File: src/pkg/power_mode_pkg.sv
package power_mode_pkg;

    // ************************************************************
    // Timing
    // ************************************************************
    localparam int unsigned CLK_PERIOD_PS    = 5000;
    // Two machine cycles of the crystal, 24 crystal clocks
    localparam int unsigned RESET_MIN_NS     = 2000;
    localparam int unsigned RESET_CYCLES     =
        (RESET_MIN_NS * 1000 + CLK_PERIOD_PS - 1) / CLK_PERIOD_PS;
    localparam int unsigned OSC_START_NS     = 10000;
    localparam int unsigned OSC_START_CYCLES =
        (OSC_START_NS * 1000 + CLK_PERIOD_PS - 1) / CLK_PERIOD_PS;
    localparam int          CNT_W            = 12;
    localparam logic [CNT_W-1:0] RESET_COUNT = CNT_W'(RESET_CYCLES);
    localparam logic [CNT_W-1:0] OSC_COUNT   = CNT_W'(OSC_START_CYCLES - 1);
    localparam logic [CNT_W-1:0] CNT_ZERO    = 12'h000;
    localparam logic [CNT_W-1:0] CNT_ONE     = 12'h001;

    // ************************************************************
    // Register map
    // ************************************************************
    localparam int          ADDR_W         = 8;
    localparam logic [7:0]  ADDR_POWER_CONTROL_REGISTER      = 8'h00;
    localparam logic [7:0]  ADDR_WAKE_EN   = 8'h04;
    localparam logic [7:0]  ADDR_STATUS    = 8'h08;
    localparam logic [7:0]  ADDR_IRQ_STAT  = 8'h0c;
    localparam logic [7:0]  ADDR_IRQ_MASK  = 8'h10;

    localparam int POWER_CONTROL_REGISTER_W          = 2;
    localparam int POWER_CONTROL_REGISTER_IDLE_BIT   = 0;
    localparam int POWER_CONTROL_REGISTER_PD_BIT     = 1;
    localparam int WAKE_W          = 3;
    localparam int WAKE_INT0_BIT   = 0;
    localparam int WAKE_INT1_BIT   = 1;
    localparam int WAKE_ADC_BIT    = 2;
    localparam int EV_W            = 3;
    localparam int EV_IDLE_EXIT    = 0;
    localparam int EV_PD_EXIT      = 1;
    localparam int EV_HW_RESET     = 2;

    localparam logic [POWER_CONTROL_REGISTER_W-1:0] POWER_CONTROL_REGISTER_RESET  = 2'h0;
    localparam logic [WAKE_W-1:0] WAKE_RESET  = 3'h0;
    localparam logic [EV_W-1:0]   EV_RESET    = 3'h0;

    // Sync order: {hw_reset_n, adc_wake, ext_int_n[1:0]}
    localparam int         SYNC_W      = 4;
    localparam logic [3:0] SYNC_INIT   = 4'hb;
    localparam int         SYNC_ADC    = 2;
    localparam int         SYNC_RST    = 3;

    localparam logic [1:0] RESP_OKAY   = 2'h0;
    localparam logic [1:0] RESP_SLVERR = 2'h2;

    typedef enum logic [1:0] {
        ST_RUN,
        ST_IDLE,
        ST_PD,
        ST_OSC_WAIT
    } power_state_t;

endpackage

File: src/design/power_mode_ctrl.sv
`timescale 1ns/1ps
`default_nettype none


module power_mode_ctrl
    import power_mode_pkg::*;
(
    input  wire logic               sys_clk,
    input  wire logic               reset,
    // AXI4-Lite slave
    input  wire logic [ADDR_W-1:0]  s_axi_awaddr,
    input  wire logic               s_axi_awvalid,
    output logic                    s_axi_awready,
    input  wire logic [31:0]        s_axi_wdata,
    input  wire logic [3:0]         s_axi_wstrb,
    input  wire logic               s_axi_wvalid,
    output logic                    s_axi_wready,
    output logic [1:0]              s_axi_bresp,
    output logic                    s_axi_bvalid,
    input  wire logic               s_axi_bready,
    input  wire logic [ADDR_W-1:0]  s_axi_araddr,
    input  wire logic               s_axi_arvalid,
    output logic                    s_axi_arready,
    output logic [31:0]             s_axi_rdata,
    output logic [1:0]              s_axi_rresp,
    output logic                    s_axi_rvalid,
    input  wire logic               s_axi_rready,
    // Wake and reset sources
    input  wire logic               irq_request,
    input  wire logic [1:0]         ext_int_n,
    input  wire logic               adc_compare_wake,
    input  wire logic               hw_reset_n,
    // Section clock gating and control
    output logic                    cpu_clk_en,
    output logic                    acq_clk_en,
    output logic                    disp_clk_en,
    output logic                    periph_clk_en,
    output logic                    osc_en,
    output logic                    state_hold,
    output logic                    core_reset,
    output logic                    irq
);

    // ************************************************************
    // Declarations
    // ************************************************************
    power_state_t       state_reg;
    power_state_t       state_next;
    logic [POWER_CONTROL_REGISTER_W-1:0]  power_control_register_reg;
    logic [POWER_CONTROL_REGISTER_W-1:0]  power_control_register_sw;
    logic [POWER_CONTROL_REGISTER_W-1:0]  power_control_register_next;
    logic [WAKE_W-1:0]  wake_en_reg;
    logic [WAKE_W-1:0]  wake_en_next;
    logic [EV_W-1:0]    irq_stat_reg;
    logic [EV_W-1:0]    irq_stat_next;
    logic [EV_W-1:0]    irq_mask_reg;
    logic [EV_W-1:0]    irq_mask_next;
    logic [EV_W-1:0]    events;
    logic [EV_W-1:0]    ev_clear;
    logic [CNT_W-1:0]   osc_cnt_reg;
    logic [CNT_W-1:0]   osc_cnt_next;
    logic [CNT_W-1:0]   rst_cnt_reg;
    logic [CNT_W-1:0]   rst_cnt_next;
    logic [SYNC_W-1:0]  pins_s;

    logic               aw_full_reg;
    logic               w_full_reg;
    logic [ADDR_W-1:0]  awaddr_reg;
    logic [31:0]        wdata_reg;
    logic [3:0]         wstrb_reg;

    // ************************************************************
    // Pin synchronisers
    // ************************************************************
    pin_sync #(
        .W    (SYNC_W),
        .INIT (SYNC_INIT)
    ) u_pin_sync (
        .sys_clk  (sys_clk),
        .reset    (reset),
        .async_in ({hw_reset_n, adc_compare_wake, ext_int_n}),
        .sync_out (pins_s)
    );

    // ************************************************************
    // Wake and reset decode
    // ************************************************************
    wire int0_wake = wake_en_reg[WAKE_INT0_BIT] & ~pins_s[0];
    wire int1_wake = wake_en_reg[WAKE_INT1_BIT] & ~pins_s[1];
    // Only levels are seen: no edge can be caught while stopped
    wire ext_wake  = int0_wake | int1_wake;
    wire adc_wake  = wake_en_reg[WAKE_ADC_BIT] & pins_s[SYNC_ADC];
    wire idle_wake = irq_request | ext_wake | adc_wake;
    wire pd_wake   = ext_wake | adc_wake;

    wire rst_pin_low = ~pins_s[SYNC_RST];
    // Counter saturates so a long reset is held, not re-fired
    assign rst_cnt_next = !rst_pin_low ? CNT_ZERO :
                          (rst_cnt_reg == RESET_COUNT) ? rst_cnt_reg :
                          rst_cnt_reg + CNT_ONE;
    wire rst_long  = rst_pin_low & (rst_cnt_next == RESET_COUNT);
    wire rst_start = rst_long & (rst_cnt_reg != RESET_COUNT);

    // ************************************************************
    // AXI4-Lite decode
    // ************************************************************
    wire aw_take  = s_axi_awvalid & s_axi_awready;
    wire w_take   = s_axi_wvalid & s_axi_wready;
    wire ar_take  = s_axi_arvalid & s_axi_arready;
    wire do_write = aw_full_reg & w_full_reg & ~s_axi_bvalid;
    wire byte0_wr = do_write & wstrb_reg[0];

    wire wa_power_control_register  = awaddr_reg == ADDR_POWER_CONTROL_REGISTER;
    wire wa_wake  = awaddr_reg == ADDR_WAKE_EN;
    wire wa_stat  = awaddr_reg == ADDR_STATUS;
    wire wa_istat = awaddr_reg == ADDR_IRQ_STAT;
    wire wa_imask = awaddr_reg == ADDR_IRQ_MASK;
    wire wa_hit   = wa_power_control_register | wa_wake | wa_stat | wa_istat | wa_imask;

    wire aw_full_next = aw_take | (aw_full_reg & ~do_write);
    wire w_full_next  = w_take | (w_full_reg & ~do_write);
    wire bvalid_next  = do_write | (s_axi_bvalid & ~s_axi_bready);
    wire rvalid_next  = ar_take | (s_axi_rvalid & ~s_axi_rready);

    // Status is read-only: a write there is answered but has no effect
    wire [1:0] bresp_next = wa_hit ? RESP_OKAY : RESP_SLVERR;

    wire [31:0] st_word = {29'h0000000, osc_en, state_reg};
    logic [31:0] rdata_next;
    logic [1:0]  rresp_next;
    always_comb begin
        rresp_next = RESP_OKAY;
        if (s_axi_araddr == ADDR_POWER_CONTROL_REGISTER) begin
            rdata_next = {30'h0, power_control_register_reg};
        end else if (s_axi_araddr == ADDR_WAKE_EN) begin
            rdata_next = {29'h0, wake_en_reg};
        end else if (s_axi_araddr == ADDR_STATUS) begin
            rdata_next = st_word;
        end else if (s_axi_araddr == ADDR_IRQ_STAT) begin
            rdata_next = {29'h0, irq_stat_reg};
        end else if (s_axi_araddr == ADDR_IRQ_MASK) begin
            rdata_next = {29'h0, irq_mask_reg};
        end else begin
            rdata_next = 32'h00000000;
            rresp_next = RESP_SLVERR;
        end
    end

    // ************************************************************
    // Power control register and state machine
    // ************************************************************
    assign power_control_register_sw = (byte0_wr & wa_power_control_register) ? wdata_reg[POWER_CONTROL_REGISTER_W-1:0] :
                     power_control_register_reg;

    wire osc_done = osc_cnt_reg == OSC_COUNT;

    always_comb begin
        state_next   = state_reg;
        power_control_register_next    = power_control_register_sw;
        osc_cnt_next = CNT_ZERO;
        case (state_reg)
            ST_RUN: begin
                if (power_control_register_reg[POWER_CONTROL_REGISTER_PD_BIT]) begin
                    state_next = ST_PD;
                end else if (power_control_register_reg[POWER_CONTROL_REGISTER_IDLE_BIT]) begin
                    state_next = ST_IDLE;
                end
            end
            ST_IDLE: begin
                if (idle_wake) begin
                    state_next = ST_RUN;
                    power_control_register_next[POWER_CONTROL_REGISTER_IDLE_BIT] = 1'b0;
                end
            end
            ST_PD: begin
                if (pd_wake) begin
                    state_next = ST_OSC_WAIT;
                    // Both bits drop, else a stale idle bit re-enters idle
                    power_control_register_next  = POWER_CONTROL_REGISTER_RESET;
                end
            end
            ST_OSC_WAIT: begin
                osc_cnt_next = osc_cnt_reg + CNT_ONE;
                if (osc_done) begin
                    state_next   = ST_RUN;
                    osc_cnt_next = CNT_ZERO;
                end
            end
            default: begin
                state_next = ST_RUN;
            end
        endcase
        // External reset wins from any mode
        if (rst_long) begin
            state_next   = ST_RUN;
            power_control_register_next    = POWER_CONTROL_REGISTER_RESET;
            osc_cnt_next = CNT_ZERO;
        end
    end

    // ************************************************************
    // Clock gating outputs
    // ************************************************************
    wire run_next   = state_next == ST_RUN;
    wire osc_next   = state_next != ST_PD;
    // Peripherals wait for the crystal just like the CPU does
    wire per_next   = (state_next == ST_RUN) |
                      (state_next == ST_IDLE);
    wire hold_next  = ~run_next;

    // ************************************************************
    // Events and interrupt
    // ************************************************************
    assign events[EV_IDLE_EXIT] = (state_reg == ST_IDLE) &
                                  (state_next == ST_RUN);
    assign events[EV_PD_EXIT]   = (state_reg == ST_OSC_WAIT) &
                                  (state_next == ST_RUN);
    assign events[EV_HW_RESET]  = rst_start;

    assign ev_clear = (byte0_wr & wa_istat) ?
                      wdata_reg[EV_W-1:0] : EV_RESET;
    // New event wins over a clear in the same cycle
    assign irq_stat_next = (irq_stat_reg & ~ev_clear) | events;
    assign irq_mask_next = (byte0_wr & wa_imask) ?
                           wdata_reg[EV_W-1:0] : irq_mask_reg;
    assign wake_en_next  = (byte0_wr & wa_wake) ?
                           wdata_reg[WAKE_W-1:0] : wake_en_reg;

    // ************************************************************
    // Registers
    // ************************************************************
    always_ff @(posedge sys_clk) begin
        if (reset) begin
            state_reg    <= ST_RUN;
            power_control_register_reg     <= POWER_CONTROL_REGISTER_RESET;
            wake_en_reg  <= WAKE_RESET;
            irq_stat_reg <= EV_RESET;
            irq_mask_reg <= EV_RESET;
            osc_cnt_reg  <= CNT_ZERO;
            rst_cnt_reg  <= CNT_ZERO;
        end else begin
            state_reg    <= state_next;
            power_control_register_reg     <= power_control_register_next;
            wake_en_reg  <= wake_en_next;
            irq_stat_reg <= irq_stat_next;
            irq_mask_reg <= irq_mask_next;
            osc_cnt_reg  <= osc_cnt_next;
            rst_cnt_reg  <= rst_cnt_next;
        end
    end

    always_ff @(posedge sys_clk) begin
        if (reset) begin
            cpu_clk_en    <= 1'b1;
            acq_clk_en    <= 1'b1;
            disp_clk_en   <= 1'b1;
            periph_clk_en <= 1'b1;
            osc_en        <= 1'b1;
            state_hold    <= 1'b0;
            core_reset    <= 1'b0;
            irq           <= 1'b0;
        end else begin
            cpu_clk_en    <= run_next;
            acq_clk_en    <= run_next;
            disp_clk_en   <= run_next;
            periph_clk_en <= per_next;
            osc_en        <= osc_next;
            state_hold    <= hold_next;
            core_reset    <= rst_long;
            irq           <= |(irq_stat_next & irq_mask_reg);
        end
    end

    // ************************************************************
    // AXI4-Lite handshake registers
    // ************************************************************
    always_ff @(posedge sys_clk) begin
        if (reset) begin
            aw_full_reg   <= 1'b0;
            w_full_reg    <= 1'b0;
            awaddr_reg    <= 8'h00;
            wdata_reg     <= 32'h00000000;
            wstrb_reg     <= 4'h0;
            s_axi_awready <= 1'b0;
            s_axi_wready  <= 1'b0;
            s_axi_bvalid  <= 1'b0;
            s_axi_bresp   <= RESP_OKAY;
        end else begin
            aw_full_reg   <= aw_full_next;
            w_full_reg    <= w_full_next;
            s_axi_awready <= ~aw_full_next & ~bvalid_next;
            s_axi_wready  <= ~w_full_next & ~bvalid_next;
            s_axi_bvalid  <= bvalid_next;
            if (aw_take) begin
                awaddr_reg <= s_axi_awaddr;
            end
            if (w_take) begin
                wdata_reg <= s_axi_wdata;
                wstrb_reg <= s_axi_wstrb;
            end
            if (do_write) begin
                s_axi_bresp <= bresp_next;
            end
        end
    end

    always_ff @(posedge sys_clk) begin
        if (reset) begin
            s_axi_arready <= 1'b0;
            s_axi_rvalid  <= 1'b0;
            s_axi_rdata   <= 32'h00000000;
            s_axi_rresp   <= RESP_OKAY;
        end else begin
            s_axi_arready <= ~rvalid_next;
            s_axi_rvalid  <= rvalid_next;
            if (ar_take) begin
                s_axi_rdata <= rdata_next;
                s_axi_rresp <= rresp_next;
            end
        end
    end

    // Software side keeps watchdog off and display blanked first
    // this block does not police either.

endmodule // power_mode_ctrl

`default_nettype wire

File: src/design/pin_sync.sv
`timescale 1ns/1ps
`default_nettype none

module pin_sync
    import power_mode_pkg::*;
#(
    parameter int              W    = 1,
    parameter logic [W-1:0]    INIT = '0
) (
    input  wire logic          sys_clk,
    input  wire logic          reset,
    input  wire logic [W-1:0]  async_in,
    output logic      [W-1:0]  sync_out
);

    logic [W-1:0] s1_reg;
    logic [W-1:0] s2_reg;
    logic [W-1:0] s3_reg;

    // ************************************************************
    // Three stages, change taken when stages two and three agree
    // ************************************************************
    genvar i;
    generate
        for (i = 0; i < W; i++) begin : g_bit
            always_ff @(posedge sys_clk) begin
                if (reset) begin
                    s1_reg[i]   <= INIT[i];
                    s2_reg[i]   <= INIT[i];
                    s3_reg[i]   <= INIT[i];
                    sync_out[i] <= INIT[i];
                end else begin
                    s1_reg[i] <= async_in[i];
                    s2_reg[i] <= s1_reg[i];
                    s3_reg[i] <= s2_reg[i];
                    if (s2_reg[i] == s3_reg[i]) begin
                        sync_out[i] <= s3_reg[i];
                    end
                end
            end
        end
    endgenerate

endmodule // pin_sync

`default_nettype wire

File: config.mk
export PLATFORM = sky130hd
export DESIGN_NAME = power_mode_ctrl
export DESIGN_NICKNAME = d
export VERILOG_FILES = /design/src/pkg/power_mode_pkg.sv /design/src/design/power_mode_ctrl.sv /design/src/design/pin_sync.sv
export SDC_FILE = /design/constraint.sdc
export NUM_CORES = 1
export LEC_CHECK = 0
export ABC_AREA = 1
export BUFFER_PORTS_ARGS = -buffer_cell sky130_fd_sc_hd__buf_2
export CAP_MARGIN = 20
export CORE_MARGIN = 2
export CORE_UTILIZATION = 33
export DETAILED_ROUTE_END_ITERATION = 7
export GPL_TIMING_DRIVEN = 0
export MAX_ROUTING_LAYER = met4
export PLACE_DENSITY = 0.6
export SYNTH_ARGS = -nofsm -noshare
export SYNTH_HDL_FRONTEND = slang
export SYNTH_SLANG_ARGS = --single-unit
export TNS_END_PERCENT = 50
File: constraint.sdc
create_clock -name sys_clk -period 1.82 [get_ports sys_clk]
set_input_delay 0.364 -clock sys_clk [delete_from_list [all_inputs] [get_ports sys_clk]]
set_output_delay 0.364 -clock sys_clk [all_outputs]
set_load 0.01 [all_outputs]
==> key figures, run 1 <==
Clock network
  • H-tree Lvls: 3
  • CTS tree: built
  • Worst-Skew Late Latency: between 300 and 400 ps
  • CTS Sinks: 83
  • Clock root cell: clkbuf_16
  • Hold Buf Count CTS: 0
  • CTS max path bufs: 2
  • Total CTS buffers: 9
  • Worst-path clk slew: ~60 ps

Timing
  • Fin crit period: 1960 ps
  • Worst rel slew slack: between 50 and 60%
  • Highest Clock Rate: between 500 and 600 MHz
  • Worst-margin pin slew: 622 ps
  • Worst Skew: around 10 ps
  • Final TNS setup: -1680 ps
  • Hold WS: approximately 210 ps
  • Slew Limit Fails: 0
  • Fin crit share: 108%
  • RSZ-0062 raised after global routing: true
  • Setup ws final: -140 ps
  • # setup viols final: 14
  • Final hold vios: 0

Global route
  • First-pass GRT wire length: ~15000 um
  • Total GRT Usage: between 10% and 20%
  • Largest net degree at the start of global routing: 13
  • Grt ovf: 0
  • Vias in the first global route: 3313
  • Initial antenna violation count: 0

Layout
  • Most common cell after layout, fill and taps aside: nand2_1
  • Final instance area: ~0.0051 sq mm
  • Nets@finish: just over 700
  • Most frequent cells in the layout: nand2_1, dfxtp_1, nor2_1, inv_1, buf_2
  • Fill cell count: 1240
  • Antenna Cells: 0
  • Area grow syn2layout: 27.6%
  • Share of layout cells above drive strength 1: between 20% and 30%
  • Post-Route Utilization: 42.7%

Place
  • I/O Buffers: 49
  • Placed Area: between 0.004 and 0.005 sq mm
  • Post-DP HPWL: 6700 um
  • GP Congestion: about 0.89

Yosys
  • Register bit total from synthesis: between 80 and 90
  • EDFF count, synth: 0
  • Cell taking the most area after synthesis: dfxtp_1
  • Register area share after synthesis: 41.7%
  • Predominant post-synthesis flop cell: dfxtp_1
  • Netlist cell types: 36
  • Async S/R FF share, synth: 0%
  • Post-synth design cell area: between 0.003 and 0.004 sq mm
  • Syn_area_per_cell: 7.30 sq um
  • YS warnings: 0
  • Leading post-synthesis cells by cell area: dfxtp_1, nand2_1, nor2_1
  • Gate Count Post-Synth: approximately 550
  • Top cell type's share of synthesized area: roughly two fifths

Setup path
  • Setup slack, reg-to-reg: -140 ps
  • Startpoint class of the critical path: flop
  • Reg2reg end: osc_cnt_reg[5]
  • Crit path DAT: ~2200 ps
  • Crit Path Max Fanout: 5
  • Critical Path RT: 2050 ps
  • Kind of critical path: reg -> reg
  • Reg-to-Reg Start: rst_cnt_reg[0]
  • R2R cell count: 16
  • Setup crit end kind: flop

Min path
  • Min-delay src: hw_reset_n
  • Hold Path Depth: 2
  • HP Class: in -> reg
  • Hold Path Sink: u_pin_sync.s1_reg[3]

Routing
  • DRC: 0
  • Initial DRC count: approximately 130
  • Total Routed Length: 9000 um
  • Avg WL per Cell: roughly 11 um
  • Routed vias: between 3000 and 4000
  • Vias per cell: between 4 and 5
  • First-pass iteration count of the detailed router: 4
  • Post-route ant nets: 0

Flow run
  • # Max-Cap Violations: 0

Floorplan
  • Die area: between 0.01 and 0.015 sq mm
  • Die width: 114 um
  • Row Count: 40
  • # IOs: about 110
  • Die Ht: between 100 and 150 um
  • CORE AREA: between 0.01 and 0.015 sq mm
  • Initial core utilization: approximately 33%

Run status
  • Failing checks: setup timing
  • Status: finished with violations

Pwr
  • Cell Pwr Density: slightly below 800 mW/mm^2
  • P_leak: 2.26 nW
  • PnR Total Power: approximately 4 mW
  • Worst vdd ir: slightly below 0.0005 V
## worst max path at each step
stage | startpoint | to | slack (ps) | cells past startpoint
final | rst_cnt_reg[0] | osc_cnt_reg[5] | -140 | 16
after detailed placement | rst_cnt_reg[1] | osc_cnt_reg[9] | -310 | 15
after CTS | rst_cnt_reg[0] | osc_cnt_reg[9] | -130 | 16
after global placement | rst_cnt_reg[0] | osc_cnt_reg[9] | -280 | 15
after global routing | rst_cnt_reg[0] | osc_cnt_reg[0] | -290 | 16
after floorplan | rst_cnt_reg[0] | osc_cnt_reg[9] | 50 | 12
## kinds of logic after synthesis
| kind of cell | share of synthesized area (%) |
|---|---|
| xor gates and xnor gates | 1.54 |
| other | 0.0941 |
| buffers and inverters | 14.7 |
| DFF | 41.7 |
| and+or+nand+nor | 30.0 |
| AOI/OAI and AO/OA | 9.73 |
| adders and majority gates | 2.20 |
## per-stage QoR
| stage | setup WS [ps] | instances |
|---|---|---|
| final | -140 | 794 |
| after global routing | -288 | 794 |
| after CTS | -135 | 790 |
| after detailed placement | -315 | 772 |
| after global placement | -278 | 772 |
| after floorplan | 46.1 | 576 |
## metal layers
metal	up-vias	global-route usage (%)	wire (um)	share of wire [%]
li1	1860	-	-	-
met1	1577	16.8	4030	45
met2	66	25.0	4530	50
met3	6	3.77	351	3.9
met4	0	4.63	77	0.86
met5	-	-	0	0
## power by group
part / total, mW / internal [mW] / leakage, nW / switching (mW)
sequential: 1.90 / 1.87 / 0.678 / 0.0307
combinational: 0.360 / 0.156 / 1.45 / 0.204
clock: 1.76 / 1.09 / 0.135 / 0.671
## final cells by class
class                   instances  area (sq um)  area share [%]
well taps                     147           184            3.62
repair buffers                 57           323            6.35
plain buffers                  42           305            6.00
clock buffers                  12           246            4.85
clock inverters                 2          37.5           0.738
flip-flops and latches         83          1670            32.9
multi-input cells             375          2020            39.8
inverters                      76           295            5.81
## synth_stat cells, types with 3 or more instances
cell type   n
nor2_2     12
inv_1      73
clkbuf_1    6
buf_4      35
a211oi_1    3
xor2_1      5
dfxtp_1    83
nor3_1     11
nand3b_1    4
nor2_1     80
or2_2      11
nand2_2     3
nand4_1    12
o21ai_0    30
a21oi_1    26
nand2_1    90
nand3_1    30
ha_1        7
a21oi_2     3
nor3b_1     3
## worst max-delay path, cell delays in order (launching register included)
cell and delay [ps]:
dfxtp_4 370, clkinv_4 60, ha_4 130, inv_2 30, nor2_1 80, nand2_1 70
nor2_2 140, nand3_1 110, nand3_2 90, nand2_2 80, nor2_4 120, nand3_4 130
nand2_4 110, inv_4 50, nand3_4 90, clkbuf_16 160, nor2_2 30
## timing repair
action / 4_1_cts / 5_1_grt
cloned: 0 / 1
gates resized for setup: 30 / 27
setup endpoints to repair: 24 / 29
setup buffers: 4 / 3
pin swaps: 5 / 9
(Power assumes the default switching activity.)
==> run 2: changes to the inputs <==
REMOVE_ABC_BUFFERS = 1   (was not set)
SYNTH_HIERARCHICAL = 1   (was not set)
==> key figures, run 2 <==
Setup path
  • Largest stage delay on the critical path: 390 ps (was 370 ps)
  • Critical Path RT: 2050 ps (about the same)
  • Worst path slowest cell: dfxtp_4 (unchanged)
  • Setup slack, reg-to-reg: -160 ps (was -140 ps)
  • Crit path DAT: 2210 ps (was 2190 ps)
  • Kind of critical path: reg -> reg (unchanged)
  • Setup crit end kind: flop (unchanged)
  • Crit-path cells: ha_4, nand3_1, nor2_2, nand3b_1, nand2_1, nand3_1, nor2_4, nand3_4, nand2_4, inv_6, buf_12, nand3_4, nor2_2 (was clkinv_4, ha_4, inv_2, nor2_1, nand2_1, nor2_2, nand3_1, nand3_2, nand2_2, nor2_4, nand3_4, nand2_4, inv_4, nand3_4, clkbuf_16, nor2_2)
  • Crit Path Max Fanout: 6 (was 5)
  • Startpoint class of the critical path: flop (unchanged)

Clock network
  • CTS max path bufs: 2 (unchanged)
  • Hold Buf Count CTS: 0 (unchanged)
  • CTS Sinks: 83 (unchanged)
  • Clock root cell: clkbuf_16 (unchanged)
  • H-tree Lvls: 3 (unchanged)
  • Total CTS buffers: 9 (unchanged)
  • CTS tree: built (unchanged)
  • Worst-Skew Late Latency: 340 ps (was 330 ps)
  • Worst-path clk slew: 60 ps (about the same)

Pwr
  • P_leak: 2.13 nW (was 2.26 nW)
  • Cell Pwr Density: 868 mW/mm^2 (was 790 mW/mm^2)
  • Internal: 3.31 mW (was 3.11 mW)
  • Worst vdd ir: 0.000550 V (was 0.000480 V)
  • Clock share of power: 49.5% (was 43.7%)
  • Sw Pwr: 0.975 mW (was 0.906 mW)
  • Sequential power share: 44.1% (was 47.3%)
  • Switching fraction of total power: 22.7% (was 22.5%)
  • Part of the power in combinational logic: 6.5% (was 9.0%)

Timing
  • Slew Limit Fails: 0 (unchanged)
  • RSZ-0062 raised after global routing: true (unchanged)
  • Worst rel slew slack: 59.1% (was 58.5%)
  • Worst Skew: 10.8 ps (was 10.4 ps)
  • Final hold vios: 0 (unchanged)
  • Fin crit period: 1980 ps (was 1960 ps)
  • Fin crit share: 109% (was 108%)
  • Worst-margin pin slew: 613 ps (was 622 ps)
  • Highest Clock Rate: 505 MHz (was 510 MHz)
  • # setup viols final: 24 (was 14)
  • Hold WS: 208 ps (was 214 ps)
  • Setup ws final: -161 ps (was -140 ps)

Global route
  • Vias in the first global route: 3224 (was 3313)
  • Grt ovf: 0 (unchanged)
  • First-pass GRT wire length: 14500 um (was 14700 um)
  • Initial antenna violation count: 0 (unchanged)
  • Largest net degree at the start of global routing: 46 (was 13)
  • GR Util met1: 18.0% (was 16.8%)
  • Total GRT Usage: 14.3% (was 14.6%)
  • GR peak layer: met2 (unchanged)
  • M2 GR Usage: 23.1% (was 25.0%)
  • Global routing usage on met3: 3.03% (was 3.77%)

Yosys
  • Count leader, synth: nand2_1 (unchanged)
  • EDFF count, synth: 0 (unchanged)
  • Register bit total from synthesis: 83 (unchanged)
  • Register area share after synthesis: 41.9% (was 41.7%)
  • Top cell type's share of synthesized area: 41.9% (was 41.7%)
  • Netlist cell types: 43 (was 36)
  • Predominant post-synthesis flop cell: dfxtp_1 (unchanged)
  • Synth Area in Adders: 2.21% (was 2.20%)
  • Async S/R FF share, synth: 0% (unchanged)
  • YS warnings: 6 (was 0)
  • Largest family of logic cells by synthesized area: simple AND/OR/NAND/NOR gates (unchanged)
  • Synth Area in Compound Gates: 9.85% (was 9.73%)
  • XOR/XNOR Fraction of Synth Area: 1.77% (was 1.54%)
  • Leading post-synthesis cells by cell area: dfxtp_1, nand2_1, nor2_1 (unchanged)
  • Syn_area_per_cell: 7.38 sq um (was 7.30 sq um)
  • Post-Synth Simple-Gate Area: 29.0% (was 30.0%)
  • Commonest cells in the netlist: nand2_1, dfxtp_1, nor2_1 (unchanged)
  • Post-synthesis mux area share: 0% (unchanged)
  • Cell taking the most area after synthesis: dfxtp_1 (unchanged)
  • Post-synth design cell area: 0.00397 sq mm (was 0.00399 sq mm)
  • Gate Count Post-Synth: 537 (was 546)

Layout
  • Share of layout cells above drive strength 1: 25.6% (was 27.5%)
  • Area grow syn2layout: 24.6% (was 27.6%)
  • Most common cell after layout, fill and taps aside: nand2_1 (unchanged)
  • Final Non-Filler Cells: 760 (was 794)
  • Antenna Cells: 0 (unchanged)
  • Nets@finish: 679 (was 715)
  • Most frequent cells in the layout: nand2_1, dfxtp_1, inv_1, nor2_1, buf_2 (was nand2_1, dfxtp_1, nor2_1, inv_1, buf_2)

Routing
  • Vias per cell: 4.60 (was 4.42)
  • Post-route ant nets: 0 (unchanged)
  • DRC: 0 (unchanged)
  • First-pass iteration count of the detailed router: 4 (unchanged)
  • Total Routed Length: 8860 um (was 9000 um)
  • Avg WL per Cell: 11.7 um (was 11.3 um)
  • Initial DRC count: 201 (was 132)
  • Routed vias: 3493 (was 3509)

Place
  • Post-DP HPWL: 5950 um (was 6700 um)
  • GP Congestion: 0.832 (was 0.886)
  • I/O Buffers: 49 (unchanged)
  • Placed cells: 721 (was 772)

Floorplan
  • # IOs: 113 (unchanged)
  • Initial core utilization: 33.4% (was 33.5%)
  • Die Ht: 114 um (about the same)
  • Die area: 0.0129 sq mm (was 0.0130 sq mm)
  • CORE AREA: 0.0119 sq mm (about the same)
  • Row Count: 40 (unchanged)
  • Die width: 114 um (about the same)

Run status
  • Status: finished with violations (unchanged)
  • Failing checks: setup timing (unchanged)

Min path
  • HP Class: in -> reg (unchanged)

Flow run
  • # Max-Cap Violations: 0 (unchanged)
[run 2: changes by cell type after synthesis, moves of 2 or more]
| cell | delta |
|---|---|
| or2_2 | -11 |
| nor2_1 | -7 |
| or2_1 | +6 |
| nand4_1 | -4 |
| a21oi_1 | +3 |
| clkbuf_1 | -3 |
| nand2_1 | +3 |
| nor3_1 | +3 |
| buf_6 | +2 |
| nand3_1 | -2 |
| nand3b_1 | -2 |
| nor2_2 | +2 |
[run 2: area by class of cell]
class | count | area [sq um]
flip-flops and latches | 83 | 1680
fillers | 1171 | 6920
inverters | 75 | 295
multi-input cells | 368 | 2000
clock buffers | 9 | 225
well taps | 147 | 184
repair buffers | 71 | 437
clock inverters | 7 | 124
[run 2: cells by family after synthesis]
| logic type | count (synthesis) |
|---|---|
| simple gates | 252 |
| buf+inv | 117 |
| flops | 83 |
| compound gates | 69 |
| xor+xnor | 8 |
| fa+ha+maj | 7 |
| other cells | 1 |
[run 2: final timing paths]
kind,startpoint,to,cells after the start
worst max-delay path,rst_cnt_reg[0],osc_cnt_reg[2],13
worst min-delay path,hw_reset_n,u_pin_sync/s1_reg[3],2
worst min register to register,u_pin_sync/s1_reg[3],u_pin_sync/s2_reg[3],1
worst max register to register,rst_cnt_reg[0],osc_cnt_reg[2],13
[run 2: worst max-delay path: cells and delay by family, from the launching register on]
family	cells	cell delay (ps)
and+or+nand+nor	10	1110
adders and majority gates	1	180
buffers and inverters	2	180
DFF	1	390
[run 2: repair_timing]
item,CTS,global route
setup endpoints to repair,24,36
pin swaps,15,10
cloned,1,0
resized for setup,32,31
setup buffers,17,7
[run 2: power by group through the flow]
stage               registers [mW]  clock network (mW)  logic [mW]
floorplan                     1.94                   0       0.149
detailed placement            1.93                   0       0.252
global placement              1.93                   0       0.247
finish                        1.89                2.12       0.278
CTS                           1.89                2.16       0.259
global route                  1.89                2.25       0.316
[run 2: per-layer routing]
metal  share of wire [%]  wire length, um
met5                   0                0
met4                 1.2              105
met3                 5.1              456
met2                  47             4140
met1                  47             4160
[run 2: per-stage QoR]
step / instance area (sq um) / utilization, % / TNS (ps) / setup WS (ps) / power (mW)
global route: 4940 / 41.7 / -5070 / -271 / 4.46
detailed placement: 4190 / 35.3 / -10840 / -458 / 2.19
CTS: 4780 / 40.3 / -1220 / -139 / 4.31
floorplan: 3760 / - / 0 / 12.4 / 2.08
finish: 4940 / 41.7 / -2280 / -161 / 4.29
global placement: 4190 / 35.3 / -9540 / -413 / 2.18
